[config.mk]
export PLATFORM = sky130hd
export DESIGN_NAME = sswc_ctrl
export DESIGN_NICKNAME = d
export VERILOG_FILES = /design/src/sswc_pkg.sv /design/src/sswc_sync.sv /design/src/sswc_ctrl.sv
export SDC_FILE = /design/constraint.sdc
export NUM_CORES = 1
export LEC_CHECK = 0
export CORE_ASPECT_RATIO = 1.75
export CORE_MARGIN = 3
export CORE_UTILIZATION = 25
export CTS_BUF_LIST = sky130_fd_sc_hd__clkbuf_2
export DETAILED_ROUTE_END_ITERATION = 10
export DONT_BUFFER_PORTS = 1
export GPL_ROUTABILITY_DRIVEN = 0
export RECOVER_POWER = 25
export SLEW_MARGIN = 0
export SYNTH_ARGS = -nofsm -noshare
export SYNTH_HDL_FRONTEND = slang
export SYNTH_SLANG_ARGS = --single-unit
[constraint.sdc]
create_clock -name sys_clk_i -period 2.5 [get_ports sys_clk_i]
set_input_delay 0.25 -clock sys_clk_i [delete_from_list [all_inputs] [get_ports sys_clk_i]]
set_output_delay 0.25 -clock sys_clk_i [all_outputs]
set_load 0.005 [all_outputs]
[src/sswc_pkg.sv]
// package for the serial shift wire/clock control block
// assumes an avalon-mm slave with 32-bit data, byte addressed words
package sswc_pkg;
  // register byte addresses
  localparam logic [3:0] SSWC_CTRL_OFS = 4'h0;
  localparam logic [3:0] SSWC_STAT_OFS = 4'h4;
  localparam logic [3:0] SSWC_DATA_OFS = 4'h8;
  localparam logic [3:0] SSWC_PORT_OFS = 4'hC;
  // control field positions
  localparam int SSWC_OIE_BIT = 6;
  localparam int SSWC_WM_LSB = 4;
  localparam int SSWC_CS_LSB = 2;
  localparam int SSWC_CLK_BIT = 1;
  localparam int SSWC_TC_BIT = 0;
  // status field positions
  localparam int SSWC_SIF_BIT = 7;
  localparam int SSWC_OIF_BIT = 6;
  // port/direction register fields
  localparam int SSWC_DO_PORT_BIT = 0;
  localparam int SSWC_DI_PORT_BIT = 1;
  localparam int SSWC_CK_PORT_BIT = 2;
  localparam int SSWC_DO_DIR_BIT = 4;
  localparam int SSWC_DI_DIR_BIT = 5;
  localparam int SSWC_CK_DIR_BIT = 6;
  // reset values and counter maximum
  localparam logic [7:0] SSWC_CTRL_RST = 8'h00;
  localparam logic [7:0] SSWC_DATA_RST = 8'h00;
  localparam logic [7:0] SSWC_PORT_RST = 8'h00;
  localparam logic [3:0] SSWC_CNT_RST = 4'h0;
  localparam logic [3:0] SSWC_CNT_MAX = 4'hF;
  // wire modes and clock sources
  localparam logic [1:0] SSWC_WM_OFF = 2'h0;
  localparam logic [1:0] SSWC_WM_THREE = 2'h1;
  localparam logic [1:0] SSWC_WM_TWO_HOLD = 2'h3;
  localparam logic [1:0] SSWC_CS_SOFT = 2'h0;
  localparam logic [1:0] SSWC_CS_TIMER = 2'h1;
  localparam logic [1:0] SSWC_CS_NEG = 2'h3;
  // input synchroniser depth
  localparam int SSWC_SYNC_STAGES = 3;

  typedef struct packed {
    logic oie;
    logic [1:0] wm;
    logic [1:0] cs;
    logic clk_sel;
  } sswc_ctrl_t;

  typedef struct packed {
    logic do_oe;
    logic do_o;
    logic sda_oe;
    logic scl_oe;
    logic scl_o;
    logic di_pu;
    logic ck_pu;
  } sswc_pins_t;
endpackage

[src/sswc_sync.sv]
// three-flop synchroniser with agreement filter for one pin
// assumes the input is asynchronous to sys_clk_i
`timescale 1ns/1ns
`default_nettype none
module sswc_sync
  import sswc_pkg::*;
(
  // clock and reset
  input wire logic sys_clk_i,
  input wire logic rst_i,
  // pin and filtered level
  input wire logic pin_i,
  output logic level_o
);
  typedef struct packed {
    logic [SSWC_SYNC_STAGES-1:0] ff;
    logic level;
  } sswc_sync_state_t;

  sswc_sync_state_t state_reg;
  sswc_sync_state_t state_next;

  // first flop only feeds the second; change counts once stages 2 and 3 agree
  always_comb
  begin
    state_next = state_reg;
    state_next.ff = {state_reg.ff[SSWC_SYNC_STAGES-2:0], pin_i};
    if (state_reg.ff[1] == state_reg.ff[2])
    begin
      state_next.level = state_reg.ff[2];
    end
  end

  always_ff @(posedge sys_clk_i)
  begin
    if (rst_i)
    begin
      state_reg <= '0;
    end
    else
    begin
      state_reg <= state_next;
    end
  end

  assign level_o = state_reg.level;
endmodule
`default_nettype wire

[src/sswc_ctrl.sv]
// serial shift unit control: wire modes, clock sources, strobes, counter
// assumes avalon-mm master on sys_clk_i; pins are synchronised here
`timescale 1ns/1ns
`default_nettype none
module sswc_ctrl
  import sswc_pkg::*;
(
  // clock and reset
  input wire logic sys_clk_i,
  input wire logic rst_i,
  // avalon-mm slave
  input wire logic [3:0] avs_address_i,
  input wire logic avs_read_i,
  input wire logic avs_write_i,
  input wire logic [31:0] avs_writedata_i,
  input wire logic [3:0] avs_byteenable_i,
  output logic [31:0] avs_readdata_o,
  output logic avs_waitrequest_o,
  // system side
  input wire logic global_irq_enable_i,
  input wire logic timer_match_i,
  output logic overflow_irq_o,
  // serial pins
  input wire logic serial_in_pin_i,
  input wire logic serial_clock_pin_i,
  output logic data_out_o,
  output logic data_out_oe_o,
  output logic sda_o,
  output logic sda_oe_o,
  output logic scl_o,
  output logic scl_oe_o,
  output logic di_pullup_o,
  output logic ck_pullup_o
);
  typedef struct packed {
    sswc_ctrl_t ctrl;
    logic [7:0] shift_data_reg;
    logic [3:0] cnt;
    logic [7:0] port;
    logic sif;
    logic oif;
    logic latch;
    logic di_prev;
    logic ck_prev;
    logic sda_prev;
    logic [31:0] rdata;
    logic wait_n;
    logic irq;
    sswc_pins_t pins;
  } sswc_state_t;

  sswc_state_t state_reg;
  sswc_state_t state_next;
  logic di_lvl;
  logic ck_lvl;

  // inputs are synchronised regardless of wire mode
  sswc_sync u_sync_di (
    .sys_clk_i(sys_clk_i),
    .rst_i(rst_i),
    .pin_i(serial_in_pin_i),
    .level_o(di_lvl)
  );

  sswc_sync u_sync_ck (
    .sys_clk_i(sys_clk_i),
    .rst_i(rst_i),
    .pin_i(serial_clock_pin_i),
    .level_o(ck_lvl)
  );

  function automatic logic sel_hit(input logic [3:0] addr, input logic [3:0] ofs);
    sel_hit = (addr == ofs);
  endfunction

  logic wr;
  logic rd;
  logic ck_rise;
  logic ck_fall;
  logic ext_src;
  logic shift_clk;
  logic cnt_clk;
  logic clk_strobe;
  logic tog_strobe;
  logic start_det;
  logic two_wire;
  logic [7:0] wbyte;
  logic latch_d;

  always_comb
  begin
    state_next = state_reg;
    wr = avs_write_i && state_reg.wait_n;
    rd = avs_read_i && !state_reg.wait_n;
    wbyte = avs_writedata_i[7:0];
    ck_rise = ck_lvl && !state_reg.ck_prev;
    ck_fall = !ck_lvl && state_reg.ck_prev;
    ext_src = state_reg.ctrl.cs[1];
    two_wire = state_reg.ctrl.wm[1];
    clk_strobe = wr && avs_byteenable_i[0] && sel_hit(avs_address_i, SSWC_CTRL_OFS)
      && wbyte[SSWC_CLK_BIT];
    tog_strobe = wr && avs_byteenable_i[0] && sel_hit(avs_address_i, SSWC_CTRL_OFS)
      && wbyte[SSWC_TC_BIT];
    // start: sda falls while scl high, only in two-wire mode
    start_det = two_wire && state_reg.sda_prev && !di_lvl && ck_lvl;
    shift_clk = 1'b0;
    cnt_clk = 1'b0;
    case (state_reg.ctrl.cs)
      SSWC_CS_SOFT:
      begin
        shift_clk = clk_strobe;
        cnt_clk = clk_strobe;
      end
      SSWC_CS_TIMER:
      begin
        shift_clk = timer_match_i;
        cnt_clk = timer_match_i;
      end
      default:
      begin
        shift_clk = (state_reg.ctrl.cs == SSWC_CS_NEG) ? ck_fall : ck_rise;
        cnt_clk = state_reg.ctrl.clk_sel ? tog_strobe : (ck_rise || ck_fall);
      end
    endcase
    state_next.ck_prev = ck_lvl;
    state_next.sda_prev = di_lvl;
    state_next.di_prev = di_lvl;
    // register writes; a data write wins over a shift in the same cycle
    if (wr && avs_byteenable_i[0])
    begin
      if (sel_hit(avs_address_i, SSWC_CTRL_OFS))
      begin
        state_next.ctrl.oie = wbyte[SSWC_OIE_BIT];
        state_next.ctrl.wm = wbyte[SSWC_WM_LSB +: 2];
        state_next.ctrl.cs = wbyte[SSWC_CS_LSB +: 2];
        state_next.ctrl.clk_sel = wbyte[SSWC_CLK_BIT];
      end
      if (sel_hit(avs_address_i, SSWC_PORT_OFS))
      begin
        state_next.port = wbyte;
      end
    end
    // shift in the input level seen a cycle earlier
    if (shift_clk)
    begin
      state_next.shift_data_reg = {state_reg.shift_data_reg[6:0], state_reg.di_prev};
    end
    if (wr && avs_byteenable_i[0] && sel_hit(avs_address_i, SSWC_DATA_OFS))
    begin
      state_next.shift_data_reg = wbyte;
    end
    // counter; a direct write overrides an increment
    if (cnt_clk)
    begin
      state_next.cnt = state_reg.cnt + 4'h1;
    end
    if (wr && avs_byteenable_i[0] && sel_hit(avs_address_i, SSWC_STAT_OFS))
    begin
      state_next.cnt = wbyte[3:0];
      if (wbyte[SSWC_OIF_BIT])
      begin
        state_next.oif = 1'b0;
      end
      if (wbyte[SSWC_SIF_BIT])
      begin
        state_next.sif = 1'b0;
      end
    end
    // hardware set wins over software clear
    if (cnt_clk && state_reg.cnt == SSWC_CNT_MAX)
    begin
      state_next.oif = 1'b1;
    end
    if (start_det)
    begin
      state_next.sif = 1'b1;
    end
    // toggle strobe inverts clock port bit regardless of direction
    if (tog_strobe)
    begin
      state_next.port[SSWC_CK_PORT_BIT] = !state_reg.port[SSWC_CK_PORT_BIT];
    end
    // external source updates latch on the edge opposite sampling; else transparent
    latch_d = state_next.shift_data_reg[7];
    if (!ext_src)
    begin
      state_next.latch = latch_d;
    end
    else if ((state_reg.ctrl.cs == SSWC_CS_NEG) ? ck_rise : ck_fall)
    begin
      state_next.latch = latch_d;
    end
    // pin drive; pins follow the next-state values so they stay flop-driven
    state_next.pins = '0;
    state_next.pins.di_pu = !state_next.port[SSWC_DI_DIR_BIT] && state_next.port[SSWC_DI_PORT_BIT];
    state_next.pins.ck_pu = !state_next.port[SSWC_CK_DIR_BIT] && state_next.port[SSWC_CK_PORT_BIT];
    case (state_next.ctrl.wm)
      SSWC_WM_OFF:
      begin
        state_next.pins.do_oe = state_next.port[SSWC_DO_DIR_BIT];
        state_next.pins.do_o = state_next.port[SSWC_DO_PORT_BIT];
      end
      SSWC_WM_THREE:
      begin
        state_next.pins.do_oe = state_next.port[SSWC_DO_DIR_BIT];
        state_next.pins.do_o = state_next.latch;
      end
      default:
      begin
        state_next.pins.do_oe = state_next.port[SSWC_DO_DIR_BIT];
        state_next.pins.do_o = state_next.port[SSWC_DO_PORT_BIT];
        state_next.pins.di_pu = 1'b0;
        state_next.pins.ck_pu = 1'b0;
        state_next.pins.sda_oe = state_next.port[SSWC_DI_DIR_BIT]
          && !(state_next.latch && state_next.port[SSWC_DI_PORT_BIT]);
        state_next.pins.scl_oe = state_next.port[SSWC_CK_DIR_BIT]
          && (!state_next.port[SSWC_CK_PORT_BIT] || state_next.sif
          || (state_next.ctrl.wm == SSWC_WM_TWO_HOLD && state_next.oif));
      end
    endcase
    // pending overflow fires as soon as both enables are high
    state_next.irq = state_next.ctrl.oie && global_irq_enable_i && state_next.oif;
    // bus: one wait cycle, answer on the second
    state_next.wait_n = (avs_read_i || avs_write_i) && !state_reg.wait_n;
    if (rd)
    begin
      state_next.rdata = '0;
      case (avs_address_i)
        SSWC_CTRL_OFS:
        begin
          state_next.rdata[7:0] = {1'b0, state_reg.ctrl.oie, state_reg.ctrl.wm,
            state_reg.ctrl.cs, 2'b00};
        end
        SSWC_STAT_OFS:
        begin
          state_next.rdata[7:0] = {state_reg.sif, state_reg.oif, 2'b00, state_reg.cnt};
        end
        SSWC_DATA_OFS:
        begin
          state_next.rdata[7:0] = state_reg.shift_data_reg;
        end
        SSWC_PORT_OFS:
        begin
          state_next.rdata[7:0] = state_reg.port;
        end
        default:
        begin
          state_next.rdata = '0;
        end
      endcase
    end
  end

  always_ff @(posedge sys_clk_i)
  begin
    if (rst_i)
    begin
      state_reg <= '0;
      state_reg.ctrl <= sswc_ctrl_t'(SSWC_CTRL_RST[6:1]);
      state_reg.shift_data_reg <= SSWC_DATA_RST;
      state_reg.port <= SSWC_PORT_RST;
      state_reg.cnt <= SSWC_CNT_RST;
    end
    else
    begin
      state_reg <= state_next;
    end
  end

  assign avs_readdata_o = state_reg.rdata;
  assign avs_waitrequest_o = !state_reg.wait_n;
  assign overflow_irq_o = state_reg.irq;
  assign data_out_o = state_reg.pins.do_o;
  assign data_out_oe_o = state_reg.pins.do_oe;
  assign sda_o = 1'b0 & state_reg.pins.sda_oe;
  assign sda_oe_o = state_reg.pins.sda_oe;
  assign scl_o = 1'b0 & state_reg.pins.scl_oe;
  assign scl_oe_o = state_reg.pins.scl_oe;
  assign di_pullup_o = state_reg.pins.di_pu;
  assign ck_pullup_o = state_reg.pins.ck_pu;
endmodule
`default_nettype wire

==> report_table.html <==
<table>
<tr><th>Metric</th><th>Value</th></tr>
<tr><th colspan="2">Setup path</th></tr>
<tr><td>Maximum cell stage delay along the critical path</td><td>0.65 ns</td></tr>
<tr><td>Buffers and inverters on the worst path</td><td>2</td></tr>
<tr><td>Max Fanout on Critical Path</td><td>13</td></tr>
<tr><td>Most repeated library cell on the critical path</td><td>sky130_fd_sc_hd__dlygate4sd3_1</td></tr>
<tr><td>Required @ worst endpoint</td><td>2.90 ns</td></tr>
<tr><td>Cell-by-cell listing of the critical path</td><td>dlygate4sd3_1 -&gt; nor4_4 -&gt; dlygate4sd3_1 -&gt; nand3_1 -&gt; mux2_2 -&gt; a211o_1 -&gt; a311oi_2</td></tr>
<tr><td>Critical path's slowest cell</td><td>sky130_fd_sc_hd__dlygate4sd3_1</td></tr>
<tr><td>Critical path capture point type</td><td>flip-flop</td></tr>
<tr><td>Crit Path Class</td><td>input port to flip-flop</td></tr>
<tr><td>Kind of cell with the highest combined delay on the critical path</td><td>buffers and inverters</td></tr>
<tr><td>Launching element type of the critical path</td><td>input port</td></tr>
<tr><td>Data arrival time at the worst-slack endpoint</td><td>2.79 ns</td></tr>
<tr><th colspan="2">Finish</th></tr>
<tr><td>Layout cells sized above 1</td><td>9.03%</td></tr>
<tr><td>Most frequent standard cell in the layout excluding fill and tap cells</td><td>sky130_fd_sc_hd__dfxtp_1</td></tr>
<tr><td>Commonest cells after routing, fill and taps aside</td><td>54 x sky130_fd_sc_hd__dfxtp_1, 33 x sky130_fd_sc_hd__nor2_1, 26 x sky130_fd_sc_hd__conb_1, 23 x sky130_fd_sc_hd__nand2_1, 17 x sky130_fd_sc_hd__mux2i_1</td></tr>
<tr><td>Number of nets in the layout</td><td>360</td></tr>
<tr><td>Layout area overhead</td><td>7.79%</td></tr>
<tr><td>Number of flip-flops in the largest register</td><td>31</td></tr>
<tr><td>Filler-free cell count of the finished design</td><td>438</td></tr>
<tr><td>Finished Cell Area</td><td>2910 um2</td></tr>
<tr><th colspan="2">Power</th></tr>
<tr><td>Total Power Consumption</td><td>1.32 mW</td></tr>
<tr><td>VDD IR max</td><td>0.158 mV</td></tr>
<tr><td>Fraction of power consumed by the clock network</td><td>26.3%</td></tr>
<tr><td>Portion of total power attributed to combinational logic</td><td>7.2%</td></tr>
<tr><td>Power Density</td><td>453 nW/um2</td></tr>
<tr><td>Internal power component</td><td>974 uW</td></tr>
<tr><td>Switching power</td><td>344 uW</td></tr>
<tr><td>Sequential power share</td><td>66.5%</td></tr>
<tr><td>Static power due to leakage</td><td>1.06 nW</td></tr>
<tr><td>Switching fraction of total power</td><td>26.1%</td></tr>
<tr><th colspan="2">Drt</th></tr>
<tr><td>Post-route ant nets</td><td>0</td></tr>
<tr><td>Ratio of routed vias to standard cells</td><td>4.82</td></tr>
<tr><td>Drt wl/cell</td><td>16.0 um</td></tr>
<tr><td>WL met2</td><td>3960 um</td></tr>
<tr><td>Met3 wirelength from detailed routing</td><td>427 um</td></tr>
<tr><td>Max Used Layer</td><td>met4</td></tr>
<tr><td>Routed WL</td><td>7010 um</td></tr>
<tr><td>Total vias in the final route</td><td>2110</td></tr>
<tr><td>Number of detailed-route iterations in the first pass</td><td>4</td></tr>
<tr><td>Met1 wire length</td><td>2340 um</td></tr>
<tr><td>Detailed Route Iter0 Violations</td><td>166</td></tr>
<tr><td>Count of unresolved DRC violations after routing</td><td>0</td></tr>
<tr><th colspan="2">Floorplanning</th></tr>
<tr><td>Row count</td><td>49</td></tr>
<tr><td>Die span in x</td><td>84.5 um</td></tr>
<tr><td>Die H</td><td>143 um</td></tr>
<tr><td>Core area</td><td>10400 um2</td></tr>
<tr><td>Die ar.</td><td>12100 um2</td></tr>
<tr><td>Initial cell density of the core</td><td>25.9%</td></tr>
<tr><td>IO Pins</td><td>90</td></tr>
<tr><th colspan="2">GRT</th></tr>
<tr><td>Wire length of the first global-routing pass</td><td>10900 um</td></tr>
<tr><td>Vias in the first global route</td><td>2089</td></tr>
<tr><td>Global router's overall resource usage</td><td>11.5%</td></tr>
<tr><td>Maximum number of pins on one net before global-route repair</td><td>51</td></tr>
<tr><td>Antenna violations before repair</td><td>1</td></tr>
<tr><td>Total grt overflow</td><td>0</td></tr>
<tr><th colspan="2">Synthesis</th></tr>
<tr><td>Number of storage elements in the synthesis netlist</td><td>54</td></tr>
<tr><td>Number of distinct library cell variants in the gate-level netlist after synthesis</td><td>43</td></tr>
<tr><td>Number of enable-type register cells in the synthesized netlist</td><td>0</td></tr>
<tr><td>Cell area after synthesis</td><td>2700 um2</td></tr>
<tr><td>Ys async rst share</td><td>0%</td></tr>
<tr><td>Top FF cell, synth</td><td>sky130_fd_sc_hd__dfxtp_1</td></tr>
<tr><td>Synthesized area per cell</td><td>8.96 um2</td></tr>
<tr><td>Sequential-to-total area share from yosys stat</td><td>40.1%</td></tr>
<tr><td>Number of warnings printed during yosys synthesis</td><td>0</td></tr>
<tr><td>Post-Synthesis Cells</td><td>301</td></tr>
<tr><th colspan="2">Flow run</th></tr>
<tr><td>Max cap viols</td><td>0</td></tr>
<tr><th colspan="2">Placement</th></tr>
<tr><td>Placed Cells incl. Taps</td><td>412</td></tr>
<tr><td>Cell Area, Placed</td><td>2680 um2</td></tr>
<tr><td>Port-buffer cells</td><td>0</td></tr>
<tr><td>DPL Wire Length</td><td>5150 um</td></tr>
<tr><th colspan="2">CTS</th></tr>
<tr><td>Clk pin slew, worst setup/hold paths</td><td>0.27 ns</td></tr>
<tr><td>Clock tree buffer depth</td><td>2</td></tr>
<tr><td>Clock tree from TritonCTS</td><td>built</td></tr>
<tr><td>Maximum level of the CTS H-tree</td><td>2</td></tr>
<tr><td>TritonCTS sink count</td><td>54</td></tr>
<tr><td>Later-pin clock latency in the skew report</td><td>0.48 ns</td></tr>
<tr><td>Clock root buffer</td><td>sky130_fd_sc_hd__clkbuf_2</td></tr>
<tr><td>Clock buffer count from CTS</td><td>5</td></tr>
<tr><th colspan="2">Timing</th></tr>
<tr><td>Achievable Freq</td><td>0.418 GHz</td></tr>
<tr><td>Number of hold violations in the final report</td><td>0</td></tr>
<tr><td>Post-route setup TNS</td><td>0 ns</td></tr>
<tr><td>Minimum period implied by the final worst setup slack</td><td>2.39 ns</td></tr>
<tr><td>Portion of the clock cycle consumed by the worst path in the final layout</td><td>95.7%</td></tr>
<tr><td>Setup violations, final</td><td>0</td></tr>
<tr><td>RSZ-0062 raised after global routing</td><td>false</td></tr>
<tr><td>Pins over their slew limit</td><td>0</td></tr>
<tr><td>Worst Skew</td><td>0.0192 ns</td></tr>
<tr><th colspan="2">Min path</th></tr>
<tr><td>Path category of the worst min-delay check</td><td>input port to flip-flop</td></tr>
<tr><th colspan="2">Status</th></tr>
<tr><td>Result of the run</td><td>finished, final reports clean</td></tr>
</table>
-- per-stage QoR --
step,utilization (%),hold slack [ns],setup slack [ns]
final,27.9,0.0204,0.107
after global routing,27.9,0.0418,0.0156
after floorplan,-,0.327,0.561
after global placement,25.8,0.327,0.335
after detailed placement,25.8,0.329,0.338
after CTS,27.9,0.000851,0.0675
-- per-layer routing --
| layer | up-vias | track usage (%) |
|---|---|---|
| met5 | - | 0 |
| met4 | 0 | 7.17 |
| met3 | 15 | 2.64 |
| met2 | 76 | 22.4 |
| met1 | 996 | 10.5 |
| li1 | 1023 | - |
-- logic make-up (layout without fill, tap and decap cells) --
group	count (synthesis)	in the layout	synth area share (%)
multiplexers	25	25	10.5
AND/OR/NAND/NOR	105	105	19.0
adder cells (fa/ha/maj)	3	3	1.39
flip-flops	54	54	40.1
buffers and inverters	53	37	12.4
XOR/XNOR	3	3	0.974
AO/OA/AOI/OAI	57	57	15.5
other	1	27	0.139
-- path summary, 6_finish.rpt --
check	startpoint	depth (start not counted)	slack [ns]	end
min	avs_address_i[2]	3	0.02	avs_readdata_o[7]
max	avs_address_i[2]	7	0.11	data_out_o
min reg2reg	state_reg[8]	1	0.46	state_reg[8]
max reg2reg	u_sync_ck.level_o	7	0.27	data_out_o
-- power groups by stage --
stage / clock [mW] / combinational, mW / sequential [mW]
after floorplan: 0 / 0.0863 / 0.890
after global placement: 0 / 0.0509 / 0.891
after detailed placement: 0 / 0.0518 / 0.892
after CTS: 0.361 / 0.0950 / 0.877
after global routing: 0.384 / 0.105 / 0.878
final: 0.347 / 0.0948 / 0.876
-- tightest hold or removal path: cells and delay by family --
| family | cells | cell delay [ns] |
|---|---|---|
| compound gates | 2 | 0.15 |
| simple gates | 1 | 0.08 |
-- cell type report --
cell class / count / area, um2
Clock inverter: 3 / 16.3
Antenna cell: 1 / 2.50
Sequential cell: 54 / 1080
Clock buffer: 5 / 25.0
Timing Repair Buffer: 23 / 225
Tap cell: 127 / 159
Inverter: 6 / 22.5
Fill cell: 1100 / 7510
Multi-Input combinational cell: 219 / 1380
-- what timing repair did --
action                                  4_1_cts  5_1_grt
endpoints found under the setup margin        0        2
hold buffers                                 17        0
endpoints found under the hold margin        54        0
gates resized for setup                       0        0
setup buffers                                 0        0
-- synthesized netlist by cell type, drive strengths merged, types with 3 or more instances --
| master | instances | area, um2 |
|---|---|---|
| a211oi | 12 | 90.1 |
| a21oi | 14 | 81.3 |
| a22o | 3 | 26.3 |
| a22oi | 7 | 52.6 |
| and3 | 5 | 31.3 |
| buf | 41 | 289 |
| clkbuf | 6 | 22.5 |
| dfxtp | 54 | 1080 |
| ha | 3 | 37.5 |
| inv | 6 | 22.5 |
| mux2 | 6 | 67.6 |
| mux2i | 17 | 170 |
| nand2 | 23 | 86.3 |
| nand2b | 3 | 18.8 |
| nand3 | 15 | 75.1 |
| nor2 | 33 | 124 |
| nor2b | 11 | 68.8 |
| nor3 | 8 | 40.0 |
| o21ai | 5 | 25.0 |
| xnor2 | 3 | 26.3 |
Power figures use the tool's default switching activity.
